**src/rtl/msc_pkg.sv**
```systemverilog
package msc_pkg;
   // ----------------------------------------------------------------
   // Register byte offsets
   // ----------------------------------------------------------------
   localparam logic [7:0] REG_CTRL = 8'h00;
   localparam logic [7:0] REG_SPEED_CFG = 8'h04;
   localparam logic [7:0] REG_ABSENT_CFG = 8'h08;
   localparam logic [7:0] REG_SUPPLY_CFG = 8'h0C;
   localparam logic [7:0] REG_SLEEP_TIME = 8'h10;
   localparam logic [7:0] REG_PULSE_CFG = 8'h14;
   localparam logic [7:0] REG_SYNC_TIMEOUT = 8'h18;
   localparam logic [7:0] REG_MONITOR_SEL = 8'h1C;
   localparam logic [7:0] REG_FAULT = 8'h20;
   localparam logic [7:0] REG_PERIOD = 8'h24;
   localparam logic [7:0] REG_STATUS = 8'h28;

   // ----------------------------------------------------------------
   // Control register fields
   // ----------------------------------------------------------------
   localparam int CTRL_DIR_LSB = 0;
   localparam int CTRL_BRAKE_LSB = 2;
   localparam int CTRL_LOOP_LSB = 4;
   localparam int CTRL_PULSE_MODE = 6;
   localparam int CTRL_UV_LATCH = 7;
   localparam int CTRL_OV_LATCH = 8;
   localparam int CTRL_BSRC_LSB = 10;
   localparam int CTRL_SLEEP_SEL = 12;

   // Override codes for direction and brake fields
   localparam logic [1:0] OVR_FORCE_ON = 2'h1;
   localparam logic [1:0] OVR_FORCE_OFF = 2'h2;

   // Loop select codes
   localparam logic [1:0] LOOP_CLOSED = 2'h0;
   localparam logic [1:0] LOOP_BOTH = 2'h1;
   localparam logic [1:0] LOOP_OPEN = 2'h2;

   // Monitor B pin sources
   localparam logic [1:0] BSRC_DAC = 2'h0;
   localparam logic [1:0] BSRC_SENSE_A = 2'h1;
   localparam logic [1:0] BSRC_SENSE_B = 2'h2;
   localparam logic [1:0] BSRC_SENSE_C = 2'h3;

   // Fault bit positions
   localparam int FLT_OVERSPEED = 0;
   localparam int FLT_SYNC_LOST = 1;
   localparam int FLT_ABSENT = 2;
   localparam int FLT_SUPPLY_LOW = 3;
   localparam int FLT_SUPPLY_HIGH = 4;
   localparam int FLT_COUNT = 5;

   // Monitor variable addresses
   localparam logic [11:0] VAR_PERIOD = 12'h0000;
   localparam logic [11:0] VAR_CURRENT = 12'h0001;
   localparam logic [11:0] VAR_SUPPLY = 12'h0002;
   localparam logic [11:0] VAR_SPEED_IN = 12'h0003;
   localparam logic [11:0] VAR_BACKEMF = 12'h0004;

   // Monitor DAC: 12-bit code, full scale 3000 mV
   localparam int DAC_BITS = 12;
   localparam int DAC_FULL_SCALE_MV = 3000;

   // Supply limit ranges, units of 100 mV
   localparam logic [8:0] SUPPLY_LOW_MIN = 9'h02D;
   localparam logic [8:0] SUPPLY_LOW_MAX = 9'h07D;
   localparam logic [8:0] SUPPLY_HIGH_MIN = 9'h0C8;
   localparam logic [8:0] SUPPLY_HIGH_MAX = 9'h15E;

   // Reset values
   localparam logic [31:0] RST_CTRL = 32'h0000_0000;
   localparam logic [31:0] RST_SPEED_CFG = 32'h0000_0100;
   localparam logic [31:0] RST_ABSENT_CFG = 32'h0800_0005;
   localparam logic [31:0] RST_SUPPLY_CFG = 32'h0000_FA2D;
   localparam logic [31:0] RST_SLEEP_TIME = 32'h000F_4240;
   localparam logic [31:0] RST_PULSE_CFG = 32'h0000_0001;
   localparam logic [31:0] RST_SYNC_TIMEOUT = 32'h000F_4240;
   localparam logic [31:0] RST_MONITOR_SEL = 32'h0000_0000;

   // Power states
   typedef enum logic [2:0] {
      PWR_RUN = 3'b001,
      PWR_STANDBY = 3'b010,
      PWR_SLEEP = 3'b100
   } msc_power_type;
endpackage

```
**src/rtl/msc_supervisor.sv**
```systemverilog
// Added by the designer: the placing of the registers and register access over Wishbone.
`timescale 1ns/1ps
module msc_supervisor import msc_pkg::*; (
   input wire logic ref_clk,
   input wire logic rstn,
   // Wishbone classic slave
   input wire logic wb_cyc_i,
   input wire logic wb_stb_i,
   input wire logic wb_we_i,
   input wire logic [7:0] wb_adr_i,
   input wire logic [3:0] wb_sel_i,
   input wire logic [31:0] wb_dat_i,
   output logic [31:0] wb_dat_o,
   output logic wb_ack_o,
   // Motor side observations
   input wire logic zcEvent,
   input wire logic motorDriven,
   input wire logic closedLoop,
   input wire logic openLoop,
   input wire logic [11:0] phaseCurrent,
   input wire logic [11:0] backEmfLevel,
   input wire logic [8:0] supplyVoltage,
   input wire logic [11:0] speedInput,
   input wire logic [11:0] sense_amp_out_a,
   input wire logic [11:0] sense_amp_out_b,
   input wire logic [11:0] sense_amp_out_c,
   input wire logic dirPin,
   input wire logic brakePin,
   // Controls and indications
   output logic dirCounterClockwise,
   output logic brakeActive,
   output logic [11:0] monitor_dac_a,
   output logic [11:0] monitor_dac_b,
   output logic speed_pulse_out,
   output logic motorOutEnable,
   output logic chargePumpEnable,
   output logic analog_regulator,
   output logic serialEnable,
   output logic faultAny
);
   typedef struct packed {
      logic [31:0] ctrl;
      logic [31:0] speedCfg;
      logic [31:0] absentCfg;
      logic [31:0] supplyCfg;
      logic [31:0] sleepTime;
      logic [31:0] pulseCfg;
      logic [31:0] syncTimeout;
      logic [31:0] monitorSel;
      logic [FLT_COUNT-1:0] faults;
      logic [23:0] periodCnt;
      logic [23:0] period;
      logic periodValid;
      logic [31:0] sleepCnt;
      msc_power_type pwr;
      logic ack;
      logic [31:0] rdata;
      logic [11:0] dacA;
      logic [11:0] dacB;
      logic pulseOut;
   } msc_state_type;

   msc_state_type s_q, s_d;
   logic pulseLevel;
   logic pulseRun;
   logic [1:0] dirOvr, brakeOvr, loopSel, bSrc;
   logic [8:0] lowLimit, highLimit;
   logic [7:0] absentPct;
   logic [11:0] baseCurrent;
   logic [19:0] currentScaled, absentLimit;
   logic lowCond, highCond, absentCond, overspeedEvt, syncLostCond;
   logic loopOk, pulseActive, wbReq, wbWrite;
   logic [FLT_COUNT-1:0] faultClr;

   // --------------------------------------------------------------
   // Helpers
   // --------------------------------------------------------------
   // Byte-lane merge of a Wishbone write
   function automatic logic [31:0] merge(input logic [31:0] old, input logic [31:0] wr,
                                         input logic [3:0] sel);
      logic [31:0] res;
      res = old;
      for (int i = 0; i < 4; i++) begin
         if (sel[i]) begin
            res[8*i +: 8] = wr[8*i +: 8];
         end
      end
      return res;
   endfunction

   // Clamp a configured limit into its legal range
   function automatic logic [8:0] clamp(input logic [8:0] v, input logic [8:0] lo,
                                        input logic [8:0] hi);
      logic [8:0] res;
      res = v;
      if (v < lo) begin
         res = lo;
      end else if (v > hi) begin
         res = hi;
      end
      return res;
   endfunction

   // Monitor variable lookup by address
   function automatic logic [11:0] varPick(input logic [11:0] addr, input logic [23:0] per,
                                           input logic [11:0] cur, input logic [8:0] vs,
                                           input logic [11:0] spd, input logic [11:0] bemf);
      logic [11:0] res;
      res = 12'h000;
      unique case (addr)
         VAR_PERIOD: res = (per[23:12] != 12'h000) ? 12'hFFF : per[11:0];
         VAR_CURRENT: res = cur;
         VAR_SUPPLY: res = {3'h0, vs};
         VAR_SPEED_IN: res = spd;
         VAR_BACKEMF: res = bemf;
         default: res = 12'h000;
      endcase
      return res;
   endfunction

   // --------------------------------------------------------------
   // Configuration decode
   // --------------------------------------------------------------
   // Field slices of the configuration registers
   assign dirOvr = s_q.ctrl[CTRL_DIR_LSB +: 2];
   assign brakeOvr = s_q.ctrl[CTRL_BRAKE_LSB +: 2];
   assign loopSel = s_q.ctrl[CTRL_LOOP_LSB +: 2];
   assign bSrc = s_q.ctrl[CTRL_BSRC_LSB +: 2];
   assign lowLimit = clamp(s_q.supplyCfg[8:0], SUPPLY_LOW_MIN, SUPPLY_LOW_MAX);
   assign highLimit = clamp(s_q.supplyCfg[24:16], SUPPLY_HIGH_MIN, SUPPLY_HIGH_MAX);
   assign absentPct = s_q.absentCfg[7:0];
   assign baseCurrent = s_q.absentCfg[27:16];

   // --------------------------------------------------------------
   // Fault conditions
   // --------------------------------------------------------------
   // Current times 100 against percent of base current
   assign currentScaled = 20'(phaseCurrent) * 20'h0_0064;
   assign absentLimit = 20'(absentPct) * 20'(baseCurrent);
   assign absentCond = motorDriven && (currentScaled < absentLimit);
   // Shorter interval than threshold means speed above threshold
   assign overspeedEvt = zcEvent && s_q.periodValid
                         && ({s_q.periodCnt} < s_q.speedCfg[23:0]);
   // No crossing within timeout while driving; also catches open phases
   assign syncLostCond = motorDriven && (32'(s_q.periodCnt) >= s_q.syncTimeout);
   assign lowCond = supplyVoltage < lowLimit;
   assign highCond = supplyVoltage > highLimit;

   // --------------------------------------------------------------
   // Bus decode
   // --------------------------------------------------------------
   // Write takes effect on the edge that carries ack
   assign wbReq = wb_cyc_i && wb_stb_i;
   assign wbWrite = wbReq && wb_we_i && s_q.ack;
   assign faultClr = (wbWrite && wb_adr_i == REG_FAULT && wb_sel_i[0])
                     ? wb_dat_i[FLT_COUNT-1:0] : '0;

   // --------------------------------------------------------------
   // Speed pulse gating
   // --------------------------------------------------------------
   // Loop select and pulse mode decide when the divider runs
   always_comb begin
      unique case (loopSel)
         LOOP_BOTH: loopOk = closedLoop || openLoop;
         LOOP_OPEN: loopOk = openLoop;
         default: loopOk = closedLoop;
      endcase
      if (s_q.ctrl[CTRL_PULSE_MODE]) begin
         pulseActive = loopOk && (backEmfLevel >= s_q.pulseCfg[19:8]);
      end else begin
         pulseActive = loopOk && motorDriven;
      end
   end
   assign pulseRun = pulseActive && (s_q.pwr == PWR_RUN);

   msc_pulse_div u_div (
      .ref_clk(ref_clk),
      .rstn(rstn),
      .zcEvent(zcEvent),
      .divider(s_q.pulseCfg[7:0]),
      .run(pulseRun),
      .pulseLevel(pulseLevel)
   );

   // --------------------------------------------------------------
   // Next-state logic
   // --------------------------------------------------------------
   always_comb begin
      s_d = s_q;
      // Single-wait-state ack, dropped the cycle after it is given
      s_d.ack = wbReq && !s_q.ack;
      if (wbReq && !s_q.ack) begin
         unique case (wb_adr_i)
            REG_CTRL: s_d.rdata = s_q.ctrl;
            REG_SPEED_CFG: s_d.rdata = s_q.speedCfg;
            REG_ABSENT_CFG: s_d.rdata = s_q.absentCfg;
            REG_SUPPLY_CFG: s_d.rdata = s_q.supplyCfg;
            REG_SLEEP_TIME: s_d.rdata = s_q.sleepTime;
            REG_PULSE_CFG: s_d.rdata = s_q.pulseCfg;
            REG_SYNC_TIMEOUT: s_d.rdata = s_q.syncTimeout;
            REG_MONITOR_SEL: s_d.rdata = s_q.monitorSel;
            REG_FAULT: s_d.rdata = 32'(s_q.faults);
            REG_PERIOD: s_d.rdata = {7'h00, s_q.periodValid, s_q.period};
            REG_STATUS: s_d.rdata = {28'h000_0000, s_q.pwr, faultAny};
            default: s_d.rdata = 32'h0000_0000;
         endcase
      end
      // Configuration writes
      if (wbWrite) begin
         unique case (wb_adr_i)
            REG_CTRL: s_d.ctrl = merge(s_q.ctrl, wb_dat_i, wb_sel_i);
            REG_SPEED_CFG: s_d.speedCfg = merge(s_q.speedCfg, wb_dat_i, wb_sel_i);
            REG_ABSENT_CFG: s_d.absentCfg = merge(s_q.absentCfg, wb_dat_i, wb_sel_i);
            REG_SUPPLY_CFG: s_d.supplyCfg = merge(s_q.supplyCfg, wb_dat_i, wb_sel_i);
            REG_SLEEP_TIME: s_d.sleepTime = merge(s_q.sleepTime, wb_dat_i, wb_sel_i);
            REG_PULSE_CFG: s_d.pulseCfg = merge(s_q.pulseCfg, wb_dat_i, wb_sel_i);
            REG_SYNC_TIMEOUT: s_d.syncTimeout = merge(s_q.syncTimeout, wb_dat_i, wb_sel_i);
            REG_MONITOR_SEL: s_d.monitorSel = merge(s_q.monitorSel, wb_dat_i, wb_sel_i);
            default: s_d.ctrl = s_q.ctrl;
         endcase
      end

      // Interval between crossings, saturating counter
      if (zcEvent) begin
         s_d.period = s_q.periodCnt;
         s_d.periodValid = 1'b1;
         s_d.periodCnt = 24'h00_0001;
      end else if (s_q.periodCnt != 24'hFF_FFFF) begin
         s_d.periodCnt = s_q.periodCnt + 24'h00_0001;
      end

      // Sticky faults (supply low/high only with CTRL_UV_LATCH/CTRL_OV_LATCH set): write-one clears, a new event wins
      s_d.faults = s_q.faults & ~faultClr;
      if (overspeedEvt) begin
         s_d.faults[FLT_OVERSPEED] = 1'b1;
      end
      if (syncLostCond) begin
         s_d.faults[FLT_SYNC_LOST] = 1'b1;
      end
      if (absentCond) begin
         s_d.faults[FLT_ABSENT] = 1'b1;
      end
      if (lowCond) begin
         s_d.faults[FLT_SUPPLY_LOW] = 1'b1;
      end else if (!s_q.ctrl[CTRL_UV_LATCH]) begin
         s_d.faults[FLT_SUPPLY_LOW] = 1'b0;
      end
      if (highCond) begin
         s_d.faults[FLT_SUPPLY_HIGH] = 1'b1;
      end else if (!s_q.ctrl[CTRL_OV_LATCH]) begin
         s_d.faults[FLT_SUPPLY_HIGH] = 1'b0;
      end

      // Low-power entry after a continuous low speed command
      if (speedInput >= {s_q.speedCfg[31:24], 4'h0}) begin
         s_d.sleepCnt = 32'h0000_0000;
         s_d.pwr = PWR_RUN;
      end else begin
         unique case (s_q.pwr)
            PWR_RUN: begin
               if (s_q.sleepCnt + 32'h0000_0001 >= s_q.sleepTime) begin
                  s_d.pwr = s_q.ctrl[CTRL_SLEEP_SEL] ? PWR_SLEEP : PWR_STANDBY;
               end else begin
                  s_d.sleepCnt = s_q.sleepCnt + 32'h0000_0001;
               end
            end
            PWR_STANDBY: s_d.pwr = PWR_STANDBY;
            PWR_SLEEP: s_d.pwr = PWR_SLEEP;
            default: s_d.pwr = PWR_RUN;
         endcase
      end

      // Monitor channels, refreshed every cycle without bus traffic
      s_d.dacA = varPick(s_q.monitorSel[11:0], s_q.period, phaseCurrent, supplyVoltage,
                         speedInput, backEmfLevel);
      unique case (bSrc)
         BSRC_SENSE_A: s_d.dacB = sense_amp_out_a;
         BSRC_SENSE_B: s_d.dacB = sense_amp_out_b;
         BSRC_SENSE_C: s_d.dacB = sense_amp_out_c;
         default: s_d.dacB = varPick(s_q.monitorSel[27:16], s_q.period, phaseCurrent,
                                     supplyVoltage, speedInput, backEmfLevel);
      endcase

      // Speed pulse: released high when not running, low when idle
      if (s_q.pwr != PWR_RUN) begin
         s_d.pulseOut = 1'b1;
      end else begin
         s_d.pulseOut = pulseActive && pulseLevel;
      end
   end

   // --------------------------------------------------------------
   // State register
   // --------------------------------------------------------------
   always_ff @(posedge ref_clk) begin
      if (!rstn) begin
         s_q.ctrl <= RST_CTRL;
         s_q.speedCfg <= RST_SPEED_CFG;
         s_q.absentCfg <= RST_ABSENT_CFG;
         s_q.supplyCfg <= RST_SUPPLY_CFG;
         s_q.sleepTime <= RST_SLEEP_TIME;
         s_q.pulseCfg <= RST_PULSE_CFG;
         s_q.syncTimeout <= RST_SYNC_TIMEOUT;
         s_q.monitorSel <= RST_MONITOR_SEL;
         s_q.faults <= '0;
         s_q.periodCnt <= 24'h00_0000;
         s_q.period <= 24'h00_0000;
         s_q.periodValid <= 1'b0;
         s_q.sleepCnt <= 32'h0000_0000;
         s_q.pwr <= PWR_RUN;
         s_q.ack <= 1'b0;
         s_q.rdata <= 32'h0000_0000;
         s_q.dacA <= 12'h000;
         s_q.dacB <= 12'h000;
         s_q.pulseOut <= 1'b0;
      end else begin
         s_q <= s_d;
      end
   end

   // --------------------------------------------------------------
   // Outputs
   // --------------------------------------------------------------
   // Direction and brake pins with overrides
   always_comb begin
      unique case (dirOvr)
         OVR_FORCE_ON: dirCounterClockwise = 1'b0;
         OVR_FORCE_OFF: dirCounterClockwise = 1'b1;
         default: dirCounterClockwise = dirPin;
      endcase
      unique case (brakeOvr)
         OVR_FORCE_ON: brakeActive = 1'b1;
         OVR_FORCE_OFF: brakeActive = 1'b0;
         default: brakeActive = brakePin;
      endcase
   end

   // Power gating: sleep shuts drivers, pump, regulator and serial link
   assign motorOutEnable = (s_q.pwr == PWR_RUN);
   assign chargePumpEnable = (s_q.pwr != PWR_SLEEP);
   assign analog_regulator = (s_q.pwr != PWR_SLEEP);
   assign serialEnable = (s_q.pwr != PWR_SLEEP);
   assign faultAny = |s_q.faults;
   assign monitor_dac_a = s_q.dacA;
   assign monitor_dac_b = s_q.dacB;
   assign speed_pulse_out = s_q.pulseOut;
   assign wb_ack_o = s_q.ack;
   assign wb_dat_o = s_q.rdata;
endmodule // msc_supervisor

```
**src/rtl/msc_pulse_div.sv**
```systemverilog
`timescale 1ns/1ps
// Divides zero-crossing events into a square speed pulse
module msc_pulse_div import msc_pkg::*; (
   input wire logic ref_clk,
   input wire logic rstn,
   input wire logic zcEvent,
   input wire logic [7:0] divider,
   input wire logic run,
   output logic pulseLevel
);
   typedef struct packed {
      logic [7:0] cnt;
      logic level;
   } msc_div_type;

   msc_div_type s_q, s_d;

   // --------------------------------------------------------------
   // Event counter, toggles level once per divider events
   // --------------------------------------------------------------
   always_comb begin
      s_d = s_q;
      if (!run) begin
         s_d.cnt = 8'h00;
         s_d.level = 1'b0;
      end else if (zcEvent) begin
         if (s_q.cnt + 8'h01 >= divider) begin // Divider 0 acts as 1
            s_d.cnt = 8'h00;
            s_d.level = ~s_q.level;
         end else begin
            s_d.cnt = s_q.cnt + 8'h01;
         end
      end
   end

   // State register
   always_ff @(posedge ref_clk) begin
      if (!rstn) begin
         s_q <= '0;
      end else begin
         s_q <= s_d;
      end
   end

   assign pulseLevel = s_q.level;
endmodule // msc_pulse_div

```
**config.mk**
```make
export PLATFORM = sky130hd
export DESIGN_NAME = msc_supervisor
export DESIGN_NICKNAME = d
export VERILOG_FILES = /design/src/rtl/msc_pkg.sv /design/src/rtl/msc_supervisor.sv /design/src/rtl/msc_pulse_div.sv
export SDC_FILE = /design/constraint.sdc
export NUM_CORES = 1
export LEC_CHECK = 0
export BUFFER_PORTS_ARGS = -buffer_cell sky130_fd_sc_hd__buf_2
export CORE_ASPECT_RATIO = 1.2
export CORE_MARGIN = 10
export CORE_UTILIZATION = 44
export CTS_CLUSTER_DIAMETER = 40
export CTS_CLUSTER_SIZE = 20
export DETAILED_ROUTE_END_ITERATION = 10
export PLACE_DENSITY = 0.58
export REMOVE_ABC_BUFFERS = 1
export SLEW_MARGIN = 0
export SYNTH_ARGS = -nofsm -noshare
export SYNTH_HDL_FRONTEND = slang
export SYNTH_HIERARCHICAL = 1
export SYNTH_SLANG_ARGS = --single-unit
export TNS_END_PERCENT = 1
```
**constraint.sdc**
```tcl
create_clock -name ref_clk -period 6.8 [get_ports ref_clk]
set_input_delay 0.68 -clock ref_clk [delete_from_list [all_inputs] [get_ports ref_clk]]
set_output_delay 0.68 -clock ref_clk [all_outputs]
set_load 0.01 [all_outputs]
```
==> metrics.cfg, run 1 <==
[run_status]
status = completed

[placement]
port_buffers = 200
place_ws_ns = 0.7259
gp_congestion = 1.005
dp_hpwl_mm = 82.59

[min_path]
hold_start = sense_amp_out_b[6]
min_path_type = input pin to flip-flop

[timing]
skew_ns = 0.02398
drv_slew = 0
hold_slack_ns = 0.3518
fin_crit_ns = 6.104
setup_viol = 0
worst_slack_ns = 0.6961
fin_tns_setup_ns = 0
hold_viol = 0
post-route-period-util = 0.8976
relSlewSlack = 0.1545
clock.fmax_ghz = 0.1638
rsz0062_at_grt = false
worst_slew_pin_slew_ns = 1.259

[yosys]
synth_area_um2 = 27510
syn_avg_cell_area_um2 = 8.026
synthMuxAreaShare = 0.03747
synthCells = 3428
ys_ff_latch = 412
ys.flop_type = dfxtp_1
synth_cell_types = 92
synth_edf_count = 0
async_flop_share = 0
synthSimpleGateAreaFrac = 0.2190
yosysSeqAreaShare = 0.2998
synth_xor_area_frac = 0.03597
synth-compound-area-share = 0.1723
synthAdderAreaFrac = 0.1524
yosysWarningCount = 6
synth_top_family_by_area = simple AND/OR/NAND/NOR gates

[critical_path]
r2r_start = absentPct[7]$_SDFFE_PN0P_
cpMaxStageDelayCell = dfxtp_1
crit_family = adder cells
path_buf_inv = 3
startpoint = absentPct[7]$_SDFFE_PN0P_
cpMostUsedCell = fa_1
worst_setup_path_start_kind = flip-flop
worstPathRequired_ns = 7.29
slowest_delay_ns = 0.63
path_cells = nand2_1 -> fa_1 -> fa_1 -> inv_1 -> fa_1 -> inv_1 -> fa_1 -> inv_1 -> ha_1 -> nor4_1 -> o21ai_1 -> a221oi_1 -> nor2b_1 -> o41ai_1 -> xor2_1 -> ha_1 -> o21a_1 -> o21ai_0 -> a22o_1 -> o31a_1
arrival_ns = 6.59
path_class = flip-flop to flip-flop
path_max_fanout = 14
critPathCaptureType = flip-flop

[cells_and_area]
final_cell_mix = nand2_1 (468), dfxtp_1 (412), a21oi_1 (331)
multi_input_area_um2 = 17050
fill_cells = 5956
layout-drive-gt1-share = 0.1292
area_growth_pct = 12.31
final_common_cell = nand2_1
seqCellArea_um2 = 8248
nets = 3901

[route]
drt_pass1_iterations = 9
drt_iter0_markers = 2517
ant_nets = 0
wire_per_inst_um = 25.24
avgViaCountPerCell = 6.023
totalWireLength_mm = 109.6
vias = 26140
route.detailed.drc = 0

[floorplanning]
start_util = 0.4442
die-area_um2 = 72980
coreArea_um2 = 61930
fp.dieH_um = 293.9
io_pins = 201
die_w_um = 248.3
fp-row-count = 100

[cts]
cts_setup_buffers = 0
cts.repair.resized = 0
cts_buffer_depth = 3
clk_pin_slew_worst_paths_ns = 0.06
htreeDepth = 3
clock_latency_ns = 0.62
cts_tree = built
hold_buffers = 0
cts_sinks = 412
root_buffer = clkbuf_16
cts_buffers = 66

[grt]
grt_max_degree = 111
grt_pass1_vias = 25510
grt_first_pass_wirelength_mm = 162.0
antenna_found_initial = 9
grt_usage = 0.2922
overflow = 0

[pwr]
cellPowerDensity_nw_per_um2 = 213.0
vdd_drop_max_v = 0.0001951
finalPower_w = 0.006581
p_leak_nw = 12.35

[run]
drv_cap = 0

path summary, 6_finish.rpt:
kind / end / slack [ns] / depth (start not counted)
max: s_q[144]$_SDFF_PN0_ / 0.70 / 20
min: monitor_dac_b[6]$_SDFF_PN0_ / 0.35 / 3
max reg2reg: s_q[144]$_SDFF_PN0_ / 0.70 / 20
min reg2reg: wb_dat_o[18]$_SDFFE_PN0P_ / 0.45 / 2
area by class of cell:
| class | instances | area share |
|---|---|---|
| multi-input cells | 2499 | 0.5517 |
| flip-flops and latches | 412 | 0.2669 |
| clock buffers | 77 | 0.05745 |
| repair buffers | 244 | 0.04316 |
| well taps | 816 | 0.03304 |
| inverters | 247 | 0.03025 |
| clock inverters | 43 | 0.01721 |
| diodes | 3 | 0.0002429 |
worst min-delay path, cell delays in order:
cell     delay [ns]
buf_2          0.08
a22oi_1        0.07
o21ai_1        0.10
report_power, final:
group	switching, W	internal (W)	leakage (nW)
sequential	0.0000126	0.00242	3.32
combinational	0.000407	0.000211	7.92
clock	0.00140	0.00213	1.11
sequential cells by signal, indices dropped and copies added, names as in the netlist, 2 cells and up:
register,cells
dirOvr,2
monitor_dac_b,12
s_q,317
loopSel,2
wb_dat_o,32
baseCurrent,12
u_div/s_q,8
bSrc,2
brakeOvr,2
monitor_dac_a,12
absentPct,8
cell families after synthesis:
family                   Yosys count
XOR/XNOR                         113
AND/OR/NAND/NOR                 1246
buffers and inverters            518
multiplexers                      93
AO/OA/AOI/OAI                    750
other                              1
adder cells (fa/ha/maj)          295
flip-flops                       412
stage by stage:
stage	area, um^2	utilization	instances
after floorplan	26160	-	3158
after CTS	30890	0.4988	4338
final	30900	0.4989	4341
after global routing	30900	0.4989	4339
after detailed placement	28590	0.4616	4218
after global placement	28590	0.4616	4218
per-layer routing:
layer / part of all wire / GRT usage / wire length [um]
met4: 0.056 / 0.1596 / 6179
met2: 0.46 / 0.4669 / 50010
met3: 0.093 / 0.06336 / 10220
met5: 0.00080 / 0 / 88
met1: 0.39 / 0.3597 / 43080
Yosys cell counts (6+ instances only):
| cell | count | area share |
|---|---|---|
| nand3_1 | 284 | 0.052 |
| nor2b_1 | 12 | 0.0027 |
| a22oi_1 | 69 | 0.019 |
| o221ai_1 | 8 | 0.0025 |
| mux4_2 | 6 | 0.0049 |
| o21a_1 | 14 | 0.0038 |
| xnor2_1 | 76 | 0.024 |
| nand4_1 | 29 | 0.0066 |
| a211oi_1 | 16 | 0.0044 |
| a21o_1 | 29 | 0.0079 |
| ha_1 | 228 | 0.10 |
| buf_4 | 67 | 0.018 |
| or3_1 | 7 | 0.0016 |
| nand2_1 | 468 | 0.064 |
| a21oi_1 | 331 | 0.060 |
| mux2_2 | 20 | 0.0082 |
| mux2i_1 | 67 | 0.024 |
| o22ai_1 | 23 | 0.0052 |
| a221oi_1 | 14 | 0.0045 |
| fa_1 | 67 | 0.049 |
| a32o_1 | 6 | 0.0022 |
| a22o_1 | 26 | 0.0083 |
| buf_1 | 9 | 0.0012 |
| o21ai_0 | 104 | 0.019 |
| nor2_1 | 179 | 0.024 |
| o211ai_1 | 26 | 0.0071 |
| nor4_1 | 14 | 0.0032 |
| xor2_1 | 37 | 0.012 |
| nor3_1 | 52 | 0.0095 |
| nand2b_1 | 12 | 0.0027 |
| dfxtp_1 | 412 | 0.30 |
| buf_2 | 39 | 0.0071 |
| and4_1 | 11 | 0.0035 |
| a222oi_1 | 26 | 0.0095 |
| and2_1 | 96 | 0.022 |
| or2_2 | 17 | 0.0039 |
| nor2_2 | 6 | 0.0014 |
| a21boi_0 | 7 | 0.0019 |
| clkbuf_1 | 151 | 0.021 |
| inv_1 | 247 | 0.034 |
| and3_1 | 15 | 0.0034 |
Note: power is estimated with default switching activity, not from simulation.
==> run 2: changes to the inputs <==
GPL_TIMING_DRIVEN = 0   (was not set)
REMOVE_ABC_BUFFERS = not set   (was 1)
==> run 2 against run 1 <==
Effect of this change: hold slack improved by 0.0059 ns; total power increased by 9.0%; global-route usage is 6.2 points higher; combinational power increased by 6.1%; maximum frequency is 4.3% lower; design area is 3.9% higher; critical endpoint unchanged.
==> metrics.cfg, run 2 (synthesized netlist as in run 1, its figures left out) <==
[route]
ant_nets = 0  ; unchanged
route.detailed.drc = 0  ; unchanged
avgViaCountPerCell = 6.031  ; +0.15%
vias = 27460  ; +5.0%
drt_iter0_markers = 2886  ; +15%
totalWireLength_mm = 132.2  ; +21%
wire_per_inst_um = 29.04  ; +15%
drt_pass1_iterations = 6  ; -3

[cells_and_area]
layout-drive-gt1-share = 0.1329  ; +0.003752
final_common_cell = nand2_1
regMostFlops = s_q
area_growth_pct = 16.67
final_cell_mix = nand2_1 (468), dfxtp_1 (412), a21oi_1 (331)
largest_register_ffs = 317  ; unchanged
nets = 4104  ; +5.2%

[critical_path]
r2r_cells = 21  ; +5.0%
critPathCaptureType = flip-flop
path_class = flip-flop to flip-flop
arrival_ns = 6.88  ; +0.29 ns
worstPathRequired_ns = 7.30  ; about the same
worst_setup_path_start_kind = flip-flop
path_max_fanout = 10  ; -4

[cts]
htreeDepth = 3  ; unchanged
cts_tree = built
clock_latency_ns = 0.62  ; about the same
clk_pin_slew_worst_paths_ns = 0.06  ; about the same
cts_buffer_depth = 3  ; unchanged
root_buffer = clkbuf_16
hold_buffers = 0  ; unchanged
cts_sinks = 412  ; unchanged
cts_buffers = 74  ; +12%
cts_setup_buffers = 0  ; unchanged

[min_path]
min_path_type = input pin to flip-flop
holdPathStages = 3  ; unchanged

[timing]
relSlewSlack = 0.04905  ; -0.1055
worst_slew_pin_slew_ns = 1.416  ; +0.1570 ns
skew_ns = 0.03105  ; +0.007070 ns
fin_crit_ns = 6.380  ; +0.2760 ns
hold_slack_ns = 0.3577  ; +0.005928 ns
post-route-period-util = 0.9382  ; +0.04059
hold_viol = 0  ; unchanged
clock.fmax_ghz = 0.1567  ; -4.3%
fin_tns_setup_ns = 0  ; unchanged
rsz0062_at_grt = false
drv_slew = 0  ; unchanged
setup_viol = 0  ; unchanged

[run_status]
status = completed

[floorplanning]
fp.dieH_um = 293.9  ; unchanged
fp-row-count = 100  ; unchanged
coreArea_um2 = 61930  ; unchanged
die_w_um = 248.3  ; unchanged
start_util = 0.4442  ; unchanged
io_pins = 201  ; unchanged
die-area_um2 = 72980  ; unchanged

[pwr]
p_leak_nw = 12.97  ; +5.0%
cellPowerDensity_nw_per_um2 = 223.5  ; +4.9%
vdd_drop_max_v = 0.0001997  ; +2.3%

[placement]
gp_congestion = 1.059  ; +5.4%
port_buffers = 168  ; -16%
dp_hpwl_mm = 104.4  ; +26%

[grt]
grt_first_pass_wirelength_mm = 187.0  ; +15%
overflow = 0  ; unchanged
grt_usage = 0.3538  ; +0.06160
grt_max_degree = 14  ; -87%
grt_pass1_vias = 26480  ; +3.8%
antenna_found_initial = 9  ; unchanged

[run]
drv_cap = 0  ; unchanged

[run 2: final timing paths]
path	slack, ns	end	from
hold reg to reg	0.45	s_q[389]$_SDFFE_PN0P_	s_q[389]$_SDFFE_PN0P_
hold / removal	0.36	monitor_dac_b[6]$_SDFF_PN0_	sense_amp_out_b[6]
setup / recovery	0.42	s_q[144]$_SDFF_PN0_	absentPct[3]$_SDFFE_PN0P_
setup reg to reg	0.42	s_q[144]$_SDFF_PN0_	absentPct[3]$_SDFFE_PN0P_
[run 2: worst max-delay path, cell delays in order (launching register included)]
cell	delay, ns
dfxtp_1	0.60
clkbuf_1	0.45
nand2_1	0.15
fa_1	0.50
fa_1	0.49
inv_1	0.05
fa_1	0.53
inv_1	0.06
fa_1	0.52
inv_1	0.04
ha_1	0.26
nor4_1	0.41
o21ai_1	0.17
a221oi_2	0.47
nor2b_1	0.09
o41ai_1	0.33
xor2_1	0.13
ha_1	0.32
o21a_1	0.11
o21ai_0	0.07
a22o_1	0.23
o31a_1	0.29
[run 2: area by class of cell]
type | instances | area [um^2]
inverters | 247 | 927.1
multi-input cells | 2499 | 16990
fillers | 6191 | 29830
clock buffers | 84 | 1971
clock inverters | 50 | 730.7
well taps | 816 | 1021
plain buffers | 271 | 1355
flip-flops and latches | 412 | 8248
diodes | 5 | 12.51
repair buffers | 168 | 840.8
[run 2: through the flow]
step | setup slack (ns) | utilization | instance area [um^2] | total power [W] | instances
final | 0.4201 | 0.5183 | 32100 | 0.007174 | 4552
after global routing | 0.1567 | 0.5182 | 32090 | 0.007342 | 4549
after CTS | 0.2621 | 0.5180 | 32080 | 0.007173 | 4547
after detailed placement | 0.2883 | 0.4744 | 29380 | 0.003126 | 4413
after global placement | 0.2483 | 0.4744 | 29380 | 0.003126 | 4413
after floorplan | 1.316 | - | 27520 | 0.002854 | 3429
[run 2: what timing repair did]
action | 4_1_cts | 5_1_grt
setup endpoints to repair | 0 | 1
gates resized for setup | 0 | 1
hold endpoints to repair | 0 | 0
[run 2: routing by layer]
layer / wire length (um) / GRT usage / part of all wire
met1: 48600 / 0.4079 / 0.37
met4: 11490 / 0.2702 / 0.087
met3: 12110 / 0.07653 / 0.092
met5: 63 / 0 / 0.00048
met2: 59920 / 0.5637 / 0.45
[run 2: power breakdown]
part	switching, W	internal (W)
Sequential	0.0000137	0.00242
Combinational	0.000445	0.000211
Clock	0.00143	0.00265
Total	0.00189	0.00528
